### src/agf_pkg.sv
// constants for the gain and output format register bank
// assumes a wishbone classic slave with 32-bit data and word-aligned registers
//
// Behaviour
// - hardware or software reset clears every bit of registers 0b, 0c and 0d to zero
// - register 0c bits 2..0 hold test pattern bits 13..11
// - fine gain code 000..110 means 0 dB up to 6 dB in 1 dB steps
// - 0d bit0 wire count, bit1 ddr/sdr in 2-wire, bit2 14x/16x serialization
// - with sdr clock, 0d bit4 picks falling (0) or rising (1) capture edge
// - 0d bit5 enables the 3.5 dB coarse gain
// - 0d bit6 selects msb first (0) or lsb first (1)
// - in 2-wire mode, 0d bit7 selects byte-wise (0) or bit-wise (1) split
// - 0d bit10 set makes the register settings override the control pins
// - register 0b holds the lower eleven bits of the custom test pattern
package agf_pkg;

    // register indices; byte address is four times the index
    localparam logic [4:0] AGF_IDX_SOFT_RESET = 5'h00;
    localparam logic [4:0] AGF_IDX_PATTERN_LOW = 5'h0b;
    localparam logic [4:0] AGF_IDX_FINE_GAIN = 5'h0c;
    localparam logic [4:0] AGF_IDX_FORMAT = 5'h0d;
    localparam logic [4:0] AGF_IDX_STATUS = 5'h1e;

    localparam int AGF_REG_W = 11;
    localparam int AGF_PAT_W = 14;

    // writable bits of each register
    localparam logic [10:0] AGF_MASK_PATTERN_LOW = 11'h7ff;
    localparam logic [10:0] AGF_MASK_FINE_GAIN = 11'h707;
    localparam logic [10:0] AGF_MASK_FORMAT = 11'h4f7;

    localparam logic [10:0] AGF_RST_PATTERN_LOW = 11'h000;
    localparam logic [10:0] AGF_RST_FINE_GAIN = 11'h000;
    localparam logic [10:0] AGF_RST_FORMAT = 11'h000;

    // field positions
    localparam int AGF_POS_PAT_HIGH = 0;
    localparam int AGF_POS_FINE_GAIN = 8;
    localparam int AGF_POS_TWO_WIRE = 0;
    localparam int AGF_POS_SDR = 1;
    localparam int AGF_POS_SER16 = 2;
    localparam int AGF_POS_CAPTURE_RISE = 4;
    localparam int AGF_POS_COARSE_GAIN = 5;
    localparam int AGF_POS_LSB_FIRST = 6;
    localparam int AGF_POS_BIT_WISE = 7;
    localparam int AGF_POS_OVERRIDE = 10;
    localparam int AGF_POS_SOFT_RESET = 10;

    localparam logic [2:0] AGF_FINE_GAIN_MAX = 3'h6;

endpackage

### src/agf_regs.sv
// gain and output format register bank with wishbone classic slave
// assumes one clock, synchronous reset, pins synchronous to clk_i
`timescale 1ns/1ps

module agf_regs
    import agf_pkg::*;
(
    // clock, reset, enable
    input wire logic clk_i,
    input wire logic rst_i,
    input wire logic ce_i,

    // wishbone slave
    input wire logic cyc_i,
    input wire logic stb_i,
    input wire logic we_i,
    input wire logic [6:0] adr_i,
    input wire logic [3:0] sel_i,
    input wire logic [31:0] dat_i,
    output logic [31:0] dat_o,
    output logic ack_o,

    // parallel control pins
    input wire logic pin_two_wire_i,
    input wire logic pin_sdr_i,
    input wire logic pin_ser16_i,
    input wire logic pin_capture_rise_i,
    input wire logic pin_coarse_gain_i,
    input wire logic pin_lsb_first_i,
    input wire logic pin_bit_wise_i,

    // effective settings toward the serializer and gain stage
    output logic two_wire_o,
    output logic sdr_clock_o,
    output logic ser16_o,
    output logic capture_rise_o,
    output logic coarse_gain_o,
    output logic lsb_first_o,
    output logic bit_wise_o,
    output logic [2:0] fine_gain_db_o,
    output logic [13:0] custom_pattern_o
);

    ////////////////////////////////////////////////////////////////////////////
    // helpers

    // byte-lane masked write restricted to the implemented bits
    function automatic logic [10:0] merge_write(
        input logic [10:0] old_val,
        input logic [31:0] wdata,
        input logic [3:0] sel,
        input logic [10:0] mask
    );
        logic [10:0] lanes;
        lanes = {{3{sel[1]}}, {8{sel[0]}}} & mask;
        merge_write = (old_val & ~lanes) | (wdata[10:0] & lanes);
    endfunction

    // undefined code 111 is held at the top step rather than wrapping
    function automatic logic [2:0] decode_fine_gain(
        input logic [2:0] code
    );
        if (code > AGF_FINE_GAIN_MAX) begin
            decode_fine_gain = AGF_FINE_GAIN_MAX;
        end else begin
            decode_fine_gain = code;
        end
    endfunction

    // pick the register bit over the pin only while override is set
    function automatic logic pick(
        input logic ovr,
        input logic reg_bit,
        input logic pin_bit
    );
        pick = ovr ? reg_bit : pin_bit;
    endfunction

    // a register answers only at its word address; off-grid bytes hit nothing
    function automatic logic hits(
        input logic ok,
        input logic [4:0] index_now,
        input logic [4:0] idx
    );
        hits = ok && (index_now == idx);
    endfunction

    ////////////////////////////////////////////////////////////////////////////
    // storage

    logic [10:0] pattern_low;
    logic [10:0] fine_gain_and_pattern_high;
    logic [10:0] output_format_control;
    logic soft_reset;

    ////////////////////////////////////////////////////////////////////////////
    // bus decode

    logic [4:0] index;
    logic word_ok;
    logic req;
    logic commit;
    logic hit_soft;
    logic hit_low;
    logic hit_fine;
    logic hit_format;
    logic hit_status;
    logic mapped;

    assign index = adr_i[6:2];
    // a byte address off the word grid is treated as unmapped
    assign word_ok = (adr_i[1:0] == 2'h0);
    assign req = cyc_i && stb_i;
    // a write takes effect on the edge at which the master sees ack
    assign commit = req && we_i && ack_o;

    assign hit_soft = hits(word_ok, index, AGF_IDX_SOFT_RESET);
    assign hit_low = hits(word_ok, index, AGF_IDX_PATTERN_LOW);
    assign hit_fine = hits(word_ok, index, AGF_IDX_FINE_GAIN);
    assign hit_format = hits(word_ok, index, AGF_IDX_FORMAT);
    assign hit_status = hits(word_ok, index, AGF_IDX_STATUS);
    assign mapped = hit_soft || hit_low || hit_fine || hit_format || hit_status;

    ////////////////////////////////////////////////////////////////////////////
    // acknowledge

    // ack drops in the cycle after it was given, so every access costs
    // one wait state; unmapped addresses are still acknowledged
    always_ff @(posedge clk_i) begin
        if (rst_i) begin
            ack_o <= 1'b0;
        end else if (ce_i) begin
            ack_o <= req && !ack_o;
        end
    end

    ////////////////////////////////////////////////////////////////////////////
    // software reset strobe

    // self-clearing: the clear of the bank follows one cycle after the write
    // so the acknowledging write itself still completes undisturbed
    always_ff @(posedge clk_i) begin
        if (rst_i) begin
            soft_reset <= 1'b0;
        end else if (ce_i) begin
            soft_reset <= commit && hit_soft && sel_i[1] && dat_i[AGF_POS_SOFT_RESET];
        end
    end

    ////////////////////////////////////////////////////////////////////////////
    // register 0b

    // the soft reset strobe outranks a write landing in the same cycle
    always_ff @(posedge clk_i) begin
        if (rst_i) begin
            pattern_low <= AGF_RST_PATTERN_LOW;
        end else if (ce_i) begin
            if (soft_reset) begin
                pattern_low <= AGF_RST_PATTERN_LOW;
            end else if (commit && hit_low) begin
                pattern_low <= merge_write(pattern_low, dat_i, sel_i,
                    AGF_MASK_PATTERN_LOW);
            end
        end
    end

    ////////////////////////////////////////////////////////////////////////////
    // register 0c

    // fixed-zero bits 7..3 are never stored, whatever the host writes
    always_ff @(posedge clk_i) begin
        if (rst_i) begin
            fine_gain_and_pattern_high <= AGF_RST_FINE_GAIN;
        end else if (ce_i) begin
            if (soft_reset) begin
                fine_gain_and_pattern_high <= AGF_RST_FINE_GAIN;
            end else if (commit && hit_fine) begin
                fine_gain_and_pattern_high <= merge_write(
                    fine_gain_and_pattern_high, dat_i, sel_i,
                    AGF_MASK_FINE_GAIN);
            end
        end
    end

    ////////////////////////////////////////////////////////////////////////////
    // register 0d

    // fixed-zero bits 9, 8 and 3 are dropped the same way as in 0c
    always_ff @(posedge clk_i) begin
        if (rst_i) begin
            output_format_control <= AGF_RST_FORMAT;
        end else if (ce_i) begin
            if (soft_reset) begin
                output_format_control <= AGF_RST_FORMAT;
            end else if (commit && hit_format) begin
                output_format_control <= merge_write(
                    output_format_control, dat_i, sel_i,
                    AGF_MASK_FORMAT);
            end
        end
    end

    ////////////////////////////////////////////////////////////////////////////
    // resolve register against pins

    logic ovr;
    logic sel_two_wire;
    logic sel_sdr;
    logic sel_ser16;
    logic sel_capture_rise;
    logic sel_coarse_gain;
    logic sel_lsb_first;
    logic sel_bit_wise;
    logic sdr_active;

    // override steers only the format bits; fine gain and pattern have no pins
    assign ovr = output_format_control[AGF_POS_OVERRIDE];

    assign sel_two_wire = pick(ovr, output_format_control[AGF_POS_TWO_WIRE],
        pin_two_wire_i);
    assign sel_sdr = pick(ovr, output_format_control[AGF_POS_SDR],
        pin_sdr_i);
    assign sel_ser16 = pick(ovr, output_format_control[AGF_POS_SER16],
        pin_ser16_i);
    assign sel_capture_rise = pick(ovr,
        output_format_control[AGF_POS_CAPTURE_RISE], pin_capture_rise_i);
    assign sel_coarse_gain = pick(ovr,
        output_format_control[AGF_POS_COARSE_GAIN], pin_coarse_gain_i);
    assign sel_lsb_first = pick(ovr,
        output_format_control[AGF_POS_LSB_FIRST], pin_lsb_first_i);
    assign sel_bit_wise = pick(ovr, output_format_control[AGF_POS_BIT_WISE],
        pin_bit_wise_i);
    // the sdr clock choice only exists while two lanes are in use
    assign sdr_active = sel_two_wire && sel_sdr;

    ////////////////////////////////////////////////////////////////////////////
    // effective serializer format

    // bits that only mean something in a given mode are forced to their
    // zero meaning outside it, so the serializer never sees a stale choice
    // lane count and lane split
    always_ff @(posedge clk_i) begin
        if (rst_i) begin
            two_wire_o <= 1'b0;
            bit_wise_o <= 1'b0;
        end else if (ce_i) begin
            two_wire_o <= sel_two_wire;
            bit_wise_o <= sel_two_wire && sel_bit_wise;
        end
    end

    // bit clock kind and capture edge
    always_ff @(posedge clk_i) begin
        if (rst_i) begin
            sdr_clock_o <= 1'b0;
            capture_rise_o <= 1'b0;
        end else if (ce_i) begin
            sdr_clock_o <= sdr_active;
            capture_rise_o <= sdr_active && sel_capture_rise;
        end
    end

    // word length and bit order
    always_ff @(posedge clk_i) begin
        if (rst_i) begin
            ser16_o <= 1'b0;
            lsb_first_o <= 1'b0;
        end else if (ce_i) begin
            ser16_o <= sel_ser16;
            lsb_first_o <= sel_lsb_first;
        end
    end

    ////////////////////////////////////////////////////////////////////////////
    // gain and test pattern

    always_ff @(posedge clk_i) begin
        if (rst_i) begin
            coarse_gain_o <= 1'b0;
            fine_gain_db_o <= 3'h0;
        end else if (ce_i) begin
            coarse_gain_o <= sel_coarse_gain;
            fine_gain_db_o <= decode_fine_gain(
                fine_gain_and_pattern_high[AGF_POS_FINE_GAIN +: 3]);
        end
    end

    always_ff @(posedge clk_i) begin
        if (rst_i) begin
            custom_pattern_o <= 14'h0000;
        end else if (ce_i) begin
            custom_pattern_o <= {
                fine_gain_and_pattern_high[AGF_POS_PAT_HIGH +: 3],
                pattern_low};
        end
    end

    ////////////////////////////////////////////////////////////////////////////
    // read data

    logic [31:0] next_dat;
    logic [10:0] status_word;

    // status shows what the serializer is actually running with
    always_comb begin
        status_word = 11'h000;
        status_word[AGF_POS_TWO_WIRE] = two_wire_o;
        status_word[AGF_POS_SDR] = sdr_clock_o;
        status_word[AGF_POS_SER16] = ser16_o;
        status_word[AGF_POS_CAPTURE_RISE] = capture_rise_o;
        status_word[AGF_POS_COARSE_GAIN] = coarse_gain_o;
        status_word[AGF_POS_LSB_FIRST] = lsb_first_o;
        status_word[AGF_POS_BIT_WISE] = bit_wise_o;
        status_word[AGF_POS_OVERRIDE] = ovr;
    end

    always_comb begin
        next_dat = 32'h0000_0000;
        if (hit_low) begin
            next_dat[10:0] = pattern_low;
        end else if (hit_fine) begin
            next_dat[10:0] = fine_gain_and_pattern_high;
        end else if (hit_format) begin
            next_dat[10:0] = output_format_control;
        end else if (hit_status) begin
            next_dat[10:0] = status_word;
        end else if (!mapped) begin
            next_dat = 32'h0000_0000;
        end
    end

    // data is loaded with ack on reads only and held until the next read is acknowledged
    always_ff @(posedge clk_i) begin
        if (rst_i) begin
            dat_o <= 32'h0000_0000;
        end else if (ce_i) begin
            if (req && !ack_o && !we_i) begin
                dat_o <= next_dat;
            end
        end
    end

endmodule

### config.mk
export PLATFORM = sky130hd
export DESIGN_NAME = agf_regs
export DESIGN_NICKNAME = d
export VERILOG_FILES = /design/src/agf_pkg.sv /design/src/agf_regs.sv
export SDC_FILE = /design/constraint.sdc
export NUM_CORES = 1
export LEC_CHECK = 0
export ABC_AREA = 1
export BUFFER_PORTS_ARGS = -buffer_cell sky130_fd_sc_hd__buf_4
export CAP_MARGIN = 10
export CORE_MARGIN = 4
export CORE_UTILIZATION = 50
export CTS_BUF_LIST = sky130_fd_sc_hd__clkbuf_4
export CTS_CLUSTER_DIAMETER = 30
export CTS_CLUSTER_SIZE = 24
export DETAILED_ROUTE_END_ITERATION = 16
export PLACE_DENSITY = 0.91
export SLEW_MARGIN = 25
export SYNTH_ARGS = -nofsm -noshare
export SYNTH_HDL_FRONTEND = slang
export SYNTH_SLANG_ARGS = --single-unit
### constraint.sdc
create_clock -name clk_i -period 1.4 [get_ports clk_i]
set_clock_uncertainty 0.05 [all_clocks]
set_input_delay 0.07 -clock clk_i [delete_from_list [all_inputs] [get_ports clk_i]]
set_output_delay 0.07 -clock clk_i [all_outputs]
set_load 0.05 [all_outputs]
; ---- Word-level counts from Yosys, hierarchy flattened
; Index checks and enable logic that the tools add are counted.
[classes]
n_mux = 18
n_addsub = 0
n_reduce_logical = 30
bitwise_logic = 12
n_div = 0
multipliers = 0
order_cmp = 1
shift = 0
n_eq_ne = 4
[op_table]
columns = operator, count
row1 = $mux W11, 10
row2 = $and A11 B11 Y11, 6
row3 = $not A11 Y11, 3
row4 = $or A11 B11 Y11, 3
row5 = $logic_and A1 B1 Y1, 19
row6 = $eq A5 B4 Y1 const B, 3
row7 = $reduce_and A2 Y1, 4
row8 = $mux W1, 7
row9 = $reduce_bool A2 Y1, 3
row10 = $eq A5 B5 Y1 const B, 1
row11 = $logic_not A5 Y1, 1
row12 = $gt A3 B3 Y1 const B, 1
row13 = $mux W3, 1
row14 = $logic_not A1 Y1, 2
row15 = $logic_not A2 Y1, 1
[totals]
ram_bits = 0
out_inout_bits = 57
register_bits = 70
mem_bits_ro = 0
latch_bits = 0
n_memories = 0

; ---- Longest topological paths before layout
[depth]
word_depth = 6
ltp_mapped = 10
ltp_nobuf = 10

; ---- Worst setup path after synthesis
; No wires, ideal clock.
[synth_timing]
path_kind = flip-flop to flip-flop
startpoint = register ack_o
endpoint = register pattern_low[3]
n_path_buf = 0
synth_period_minus_slack_ps = 1578
path_stages_with_launch = 8
arrival_ps = 1412
setup_slack_ps = -178
cell_sequence = dfxtp_1 > nand3_2 > nor2_4 > nand2_2 > nand2_4 > nand2_2 > o21ai_0 > nor2_1
[synth_between]
elab_chain_len = 4
[synth_rtl]
columns = item, line
row1 = start: declaration, agf_regs.sv:21  ; output logic ack_o,
row2 = start signal: assignment, agf_regs.sv:133  ; ack_o <= req && !ack_o;
row3 = $logic_and A1 B1 Y1, agf_regs.sv:115  ; assign commit = req && we_i && ack_o;
row4 = $logic_and A1 B1 Y1, agf_regs.sv:160  ; end else if (commit && hit_low) begin
row5 = $reduce_bool A2 Y1 (no source line), -
row6 = $reduce_and A2 Y1 (no source line), -
row7 = end signal: assignment, agf_regs.sv:161  ; pattern_low <= merge_write(pattern_low, dat_i, sel_i,
row8 = end: declaration, agf_regs.sv:91  ; logic [10:0] pattern_low;
; No other way between the ends.
; A chain may end at the register's enable or synchronous reset.

; ---- Worst setup path in the final report
[layout_timing]
startpoint = register ack_o
endpoint = register output_format_control[6]
[layout_between]
elab_chain_len = 4
[layout_rtl]
columns = item, line
row1 = $logic_and A1 B1 Y1, agf_regs.sv:115
row2 = $logic_and A1 B1 Y1, agf_regs.sv:195  ; end else if (commit && hit_format) begin
row3 = $reduce_bool A2 Y1 (no source line), -
row4 = $reduce_and A2 Y1 (no source line), -
row5 = end signal: assignment, agf_regs.sv:196  ; output_format_control <= merge_write(
row6 = end: declaration, agf_regs.sv:93  ; logic [10:0] output_format_control;
; No other way between the ends.

==> run summary <==
The most numerous cell type found on the critical path is sky130_fd_sc_hd__nand3_2. The leftover overflow at the end of global routing is 0. The share of async-settable or async-resettable flops after synthesis is 0%.

Yosys attributes the largest share of cell area to sky130_fd_sc_hd__dfxtp_1 40%, sky130_fd_sc_hd__nand2_1 10%, sky130_fd_sc_hd__a21oi_1 9.2%. sky130_fd_sc_hd__dfxtp_1 takes more of the synthesized area than any other cell. Traced cell by cell, the critical path runs through nand3_2 -> nor2_4 -> buf_6 -> nand3_4 -> nand2_8 -> nand3_2 -> a21oi_2. The total half-perimeter wirelength after legalization and detailed placement is 6270 microns. The endpoint class of the critical path is a flop. The worst setup path is launched from a flop. The number of hold violations in the final report is 0. The final-report setup violation count is 4.

The post-route netlist has 26.9% of its cells at a drive strength greater than 1. The final cell utilization of the core came out at 69.1%. The filler cell count in the final layout came out at 484.

Setup repair after global routing could not meet its margin everywhere. Across all hold checks on the routed design, the worst slack comes to 0.00551 ns. The final net count came out at 593.

The total of buffers placed on input and output ports is 68. The analysis attributes to cell leakage a power of 1.71 nW. The largest stage delay on the critical path is 0.37 ns. The number of antenna violations at the first check in global routing is 0. Counting flops with a built-in enable in the synthesized netlist gives 0. The synthesized design contains 62 register bits. The TritonCTS buffer count is 9. The endpoint arrival time on the critical path came out at 1.72 ns.

The share of the synthesized area in the top cell type came out at 39.9%. The initial cell density of the core came out at 52.0%. The tree is rooted in a sky130_fd_sc_hd__clkbuf_4. The number of slew-limit violations in the final report came out at 0. The biggest fanout along the worst timing path is 8. The horizontal extent of the die came out at 86.9 microns. The worst reg-to-reg setup slack came out at -0.01 ns. The die covers 0.00755 sq mm.

The aggregate routed wire length is 9140 microns. The detail-routed via count per cell came out at 5.43. For this run, design rule violations remaining after detail routing come to 0. The first-pass GRT wire length is 14,300 microns. The commonest cells after synthesis are 85 x sky130_fd_sc_hd__nand2_1, 62 x sky130_fd_sc_hd__dfxtp_1, 57 x sky130_fd_sc_hd__a21oi_1.

The clock network latency to the later pin of the worst-skew pair is 0.42 ns. The area overhead of the layout relative to synthesis is 33.0%. Synthesis produced 440 cells. The final critical delay including setup and external delays is 1.41 ns. The number of vias after detailed routing came out at 3,350. The count of antenna diodes in the layout came out at 0. Across the run, the number of max-cap violations was 0. In the final routed layout, each cell accounts on average for 14.8 microns. Entering global routing, the biggest net connects 34 pins. The number of buffers on the longest clock path came out at 2. The via count of the first global-routing pass came to 3,067. The largest individual stage delay along the critical path comes from the cell sky130_fd_sc_hd__dfxtp_2. In this run the vertical extent of the chip is 86.9 microns. For this run, the detailed router's first-pass iteration total came to 5. The worst hold path belongs to the class in2reg. The CTS sink count is 62. The core region area is 0.00599 sq mm.

The largest vdd supply drop is 0.686 mV. The floorplan has 28 rows. The global routing usage summed across all routing layers is 23.9%. The cell area after synthesis is 0.00311 sq mm.

The final setup TNS came out at -0.0258 ns. The final reports fail on setup timing. OpenSTA, run right after detailed placement, puts the worst setup slack at 0.0345 ns.

The I/O pin count came out at 113. The Yosys warning count came out at 0. At the end of routability-driven placement, the weighted congestion stood at 0.902. After clock tree synthesis, the clock-pin slew on the worst setup and hold paths is 0.12 ns. The data required time at the worst endpoint is 1.70 ns.

The number of H-tree branching levels is 3. After layout, the worst path uses 101% of the clock period. The most used flip-flop cell after synthesis is sky130_fd_sc_hd__dfxtp_1. The type of the setup path with the least slack is reg2reg. In this run the remaining antenna-violating nets after routing total 0. Derived from the worst setup path, the maximum achievable clock frequency is 707 MHz. The sequential area share after synthesis came out at 39.9%.

The distinct cell type count of the synthesized netlist came out at 28. The worst setup slack after layout came out at -0.0140 ns. Summing internal, switching and leakage power gives 0.00375 W. The most common cell in the synthesized netlist is sky130_fd_sc_hd__nand2_1.

The power density relative to cell area is 905 mW/mm^2. The number of design-rule violations left by the first detailed-router iteration came out at 301. The run finished, with violations left. The post-synthesis area per instance is 7.07 sq um.

The TritonCTS clock tree is done.
[cell type report]
cell class	instances	area (sq um)	area share (%)
clock inverters	7	73.8	1.78
well taps	75	93.8	2.27
inverters	47	176	4.26
repair buffers	108	887	21.4
multi-input cells	309	1600	38.6
clock buffers	9	67.6	1.63
flip-flops and latches	62	1240	30.0
[placed cells by master (no fill, tap or decap), drive strengths merged]
cell,n
clkinv,6
o211ai,4
a31oi,1
clkbuf,9
nor4,1
nand2,92
bufinv,1
conb,21
nor2,24
nand3b,1
dfxtp,62
inv,46
nand3,53
dlygate4sd3,21
buf,87
a21oi,59
nand4,1
o21ai,50
a211oi,2
clkinvlp,1
[repair_timing]
| action | in CTS | in global routing |
|---|---|---|
| buffers inserted | 0 | 5 |
| setup endpoints to repair | 0 | 32 |
| endpoints found under the hold margin | 29 | 0 |
| gates resized for setup | 0 | 26 |
| hold buffers | 21 | 0 |
[worst paths after layout]
path / from / end / cells after the start
max: ack_o$_SDFFE_PP0P_ / output_format_control[6]$_SDFFE_PP0P_ / 7
min: pin_bit_wise_i / bit_wise_o$_SDFFE_PP0P_ / 5
max reg2reg: ack_o$_SDFFE_PP0P_ / output_format_control[6]$_SDFFE_PP0P_ / 7
min reg2reg: pattern_low[1]$_SDFFE_PP0P_ / pattern_low[1]$_SDFFE_PP0P_ / 2
[per-layer routing]
layer / vias to the layer above / wire length, microns / share of wire (%) / global-route usage, %
met5: - / 0 / 0 / 0
met4: 0 / 246 / 2.7 / 8.50
met3: 29 / 788 / 8.6 / 5.58
met2: 184 / 4440 / 49 / 38.9
met1: 1537 / 3670 / 40 / 30.9
li1: 1600 / - / - / -
[critical path, delay by kind of cell (launching register included)]
| kind | cells | cell delay (ns) |
|---|---|---|
| AO/OA/AOI/OAI | 1 | 0.15 |
| flip-flops | 1 | 0.37 |
| buffers and inverters | 1 | 0.12 |
| AND/OR/NAND/NOR | 5 | 0.66 |
[kinds of logic after synthesis]
logic type,synth area share [%]
other,0.120
flip-flops,39.9
AO/OA/AOI/OAI,19.4
AND/OR/NAND/NOR,26.0
buffers and inverters,14.6
[flip-flops by register name, indices dropped and copies added (netlist names), 3 cells and up]
register / cells
custom_pattern_o: 14
dat_o: 11
pattern_low: 11
output_format_control: 8
fine_gain_and_pattern_high: 6
fine_gain_db_o: 3
[stage by stage]
stage / instances / area (sq um)
CTS: 612 / 3990
global placement: 575 / 3640
global route: 617 / 4140
finish: 617 / 4140
floorplan: 460 / 3190
detailed placement: 575 / 3640
[where the power goes]
part / internal, W / total [W] / leakage, nW / switching (W)
sequential: 0.00180 / 0.00183 / 0.504 / 0.0000242
clock: 0.000549 / 0.00126 / 0.0763 / 0.000709
combinational: 0.000206 / 0.000663 / 1.13 / 0.000457
total: 0.00256 / 0.00375 / 1.71 / 0.00119
Power figures use the tool's default switching activity.
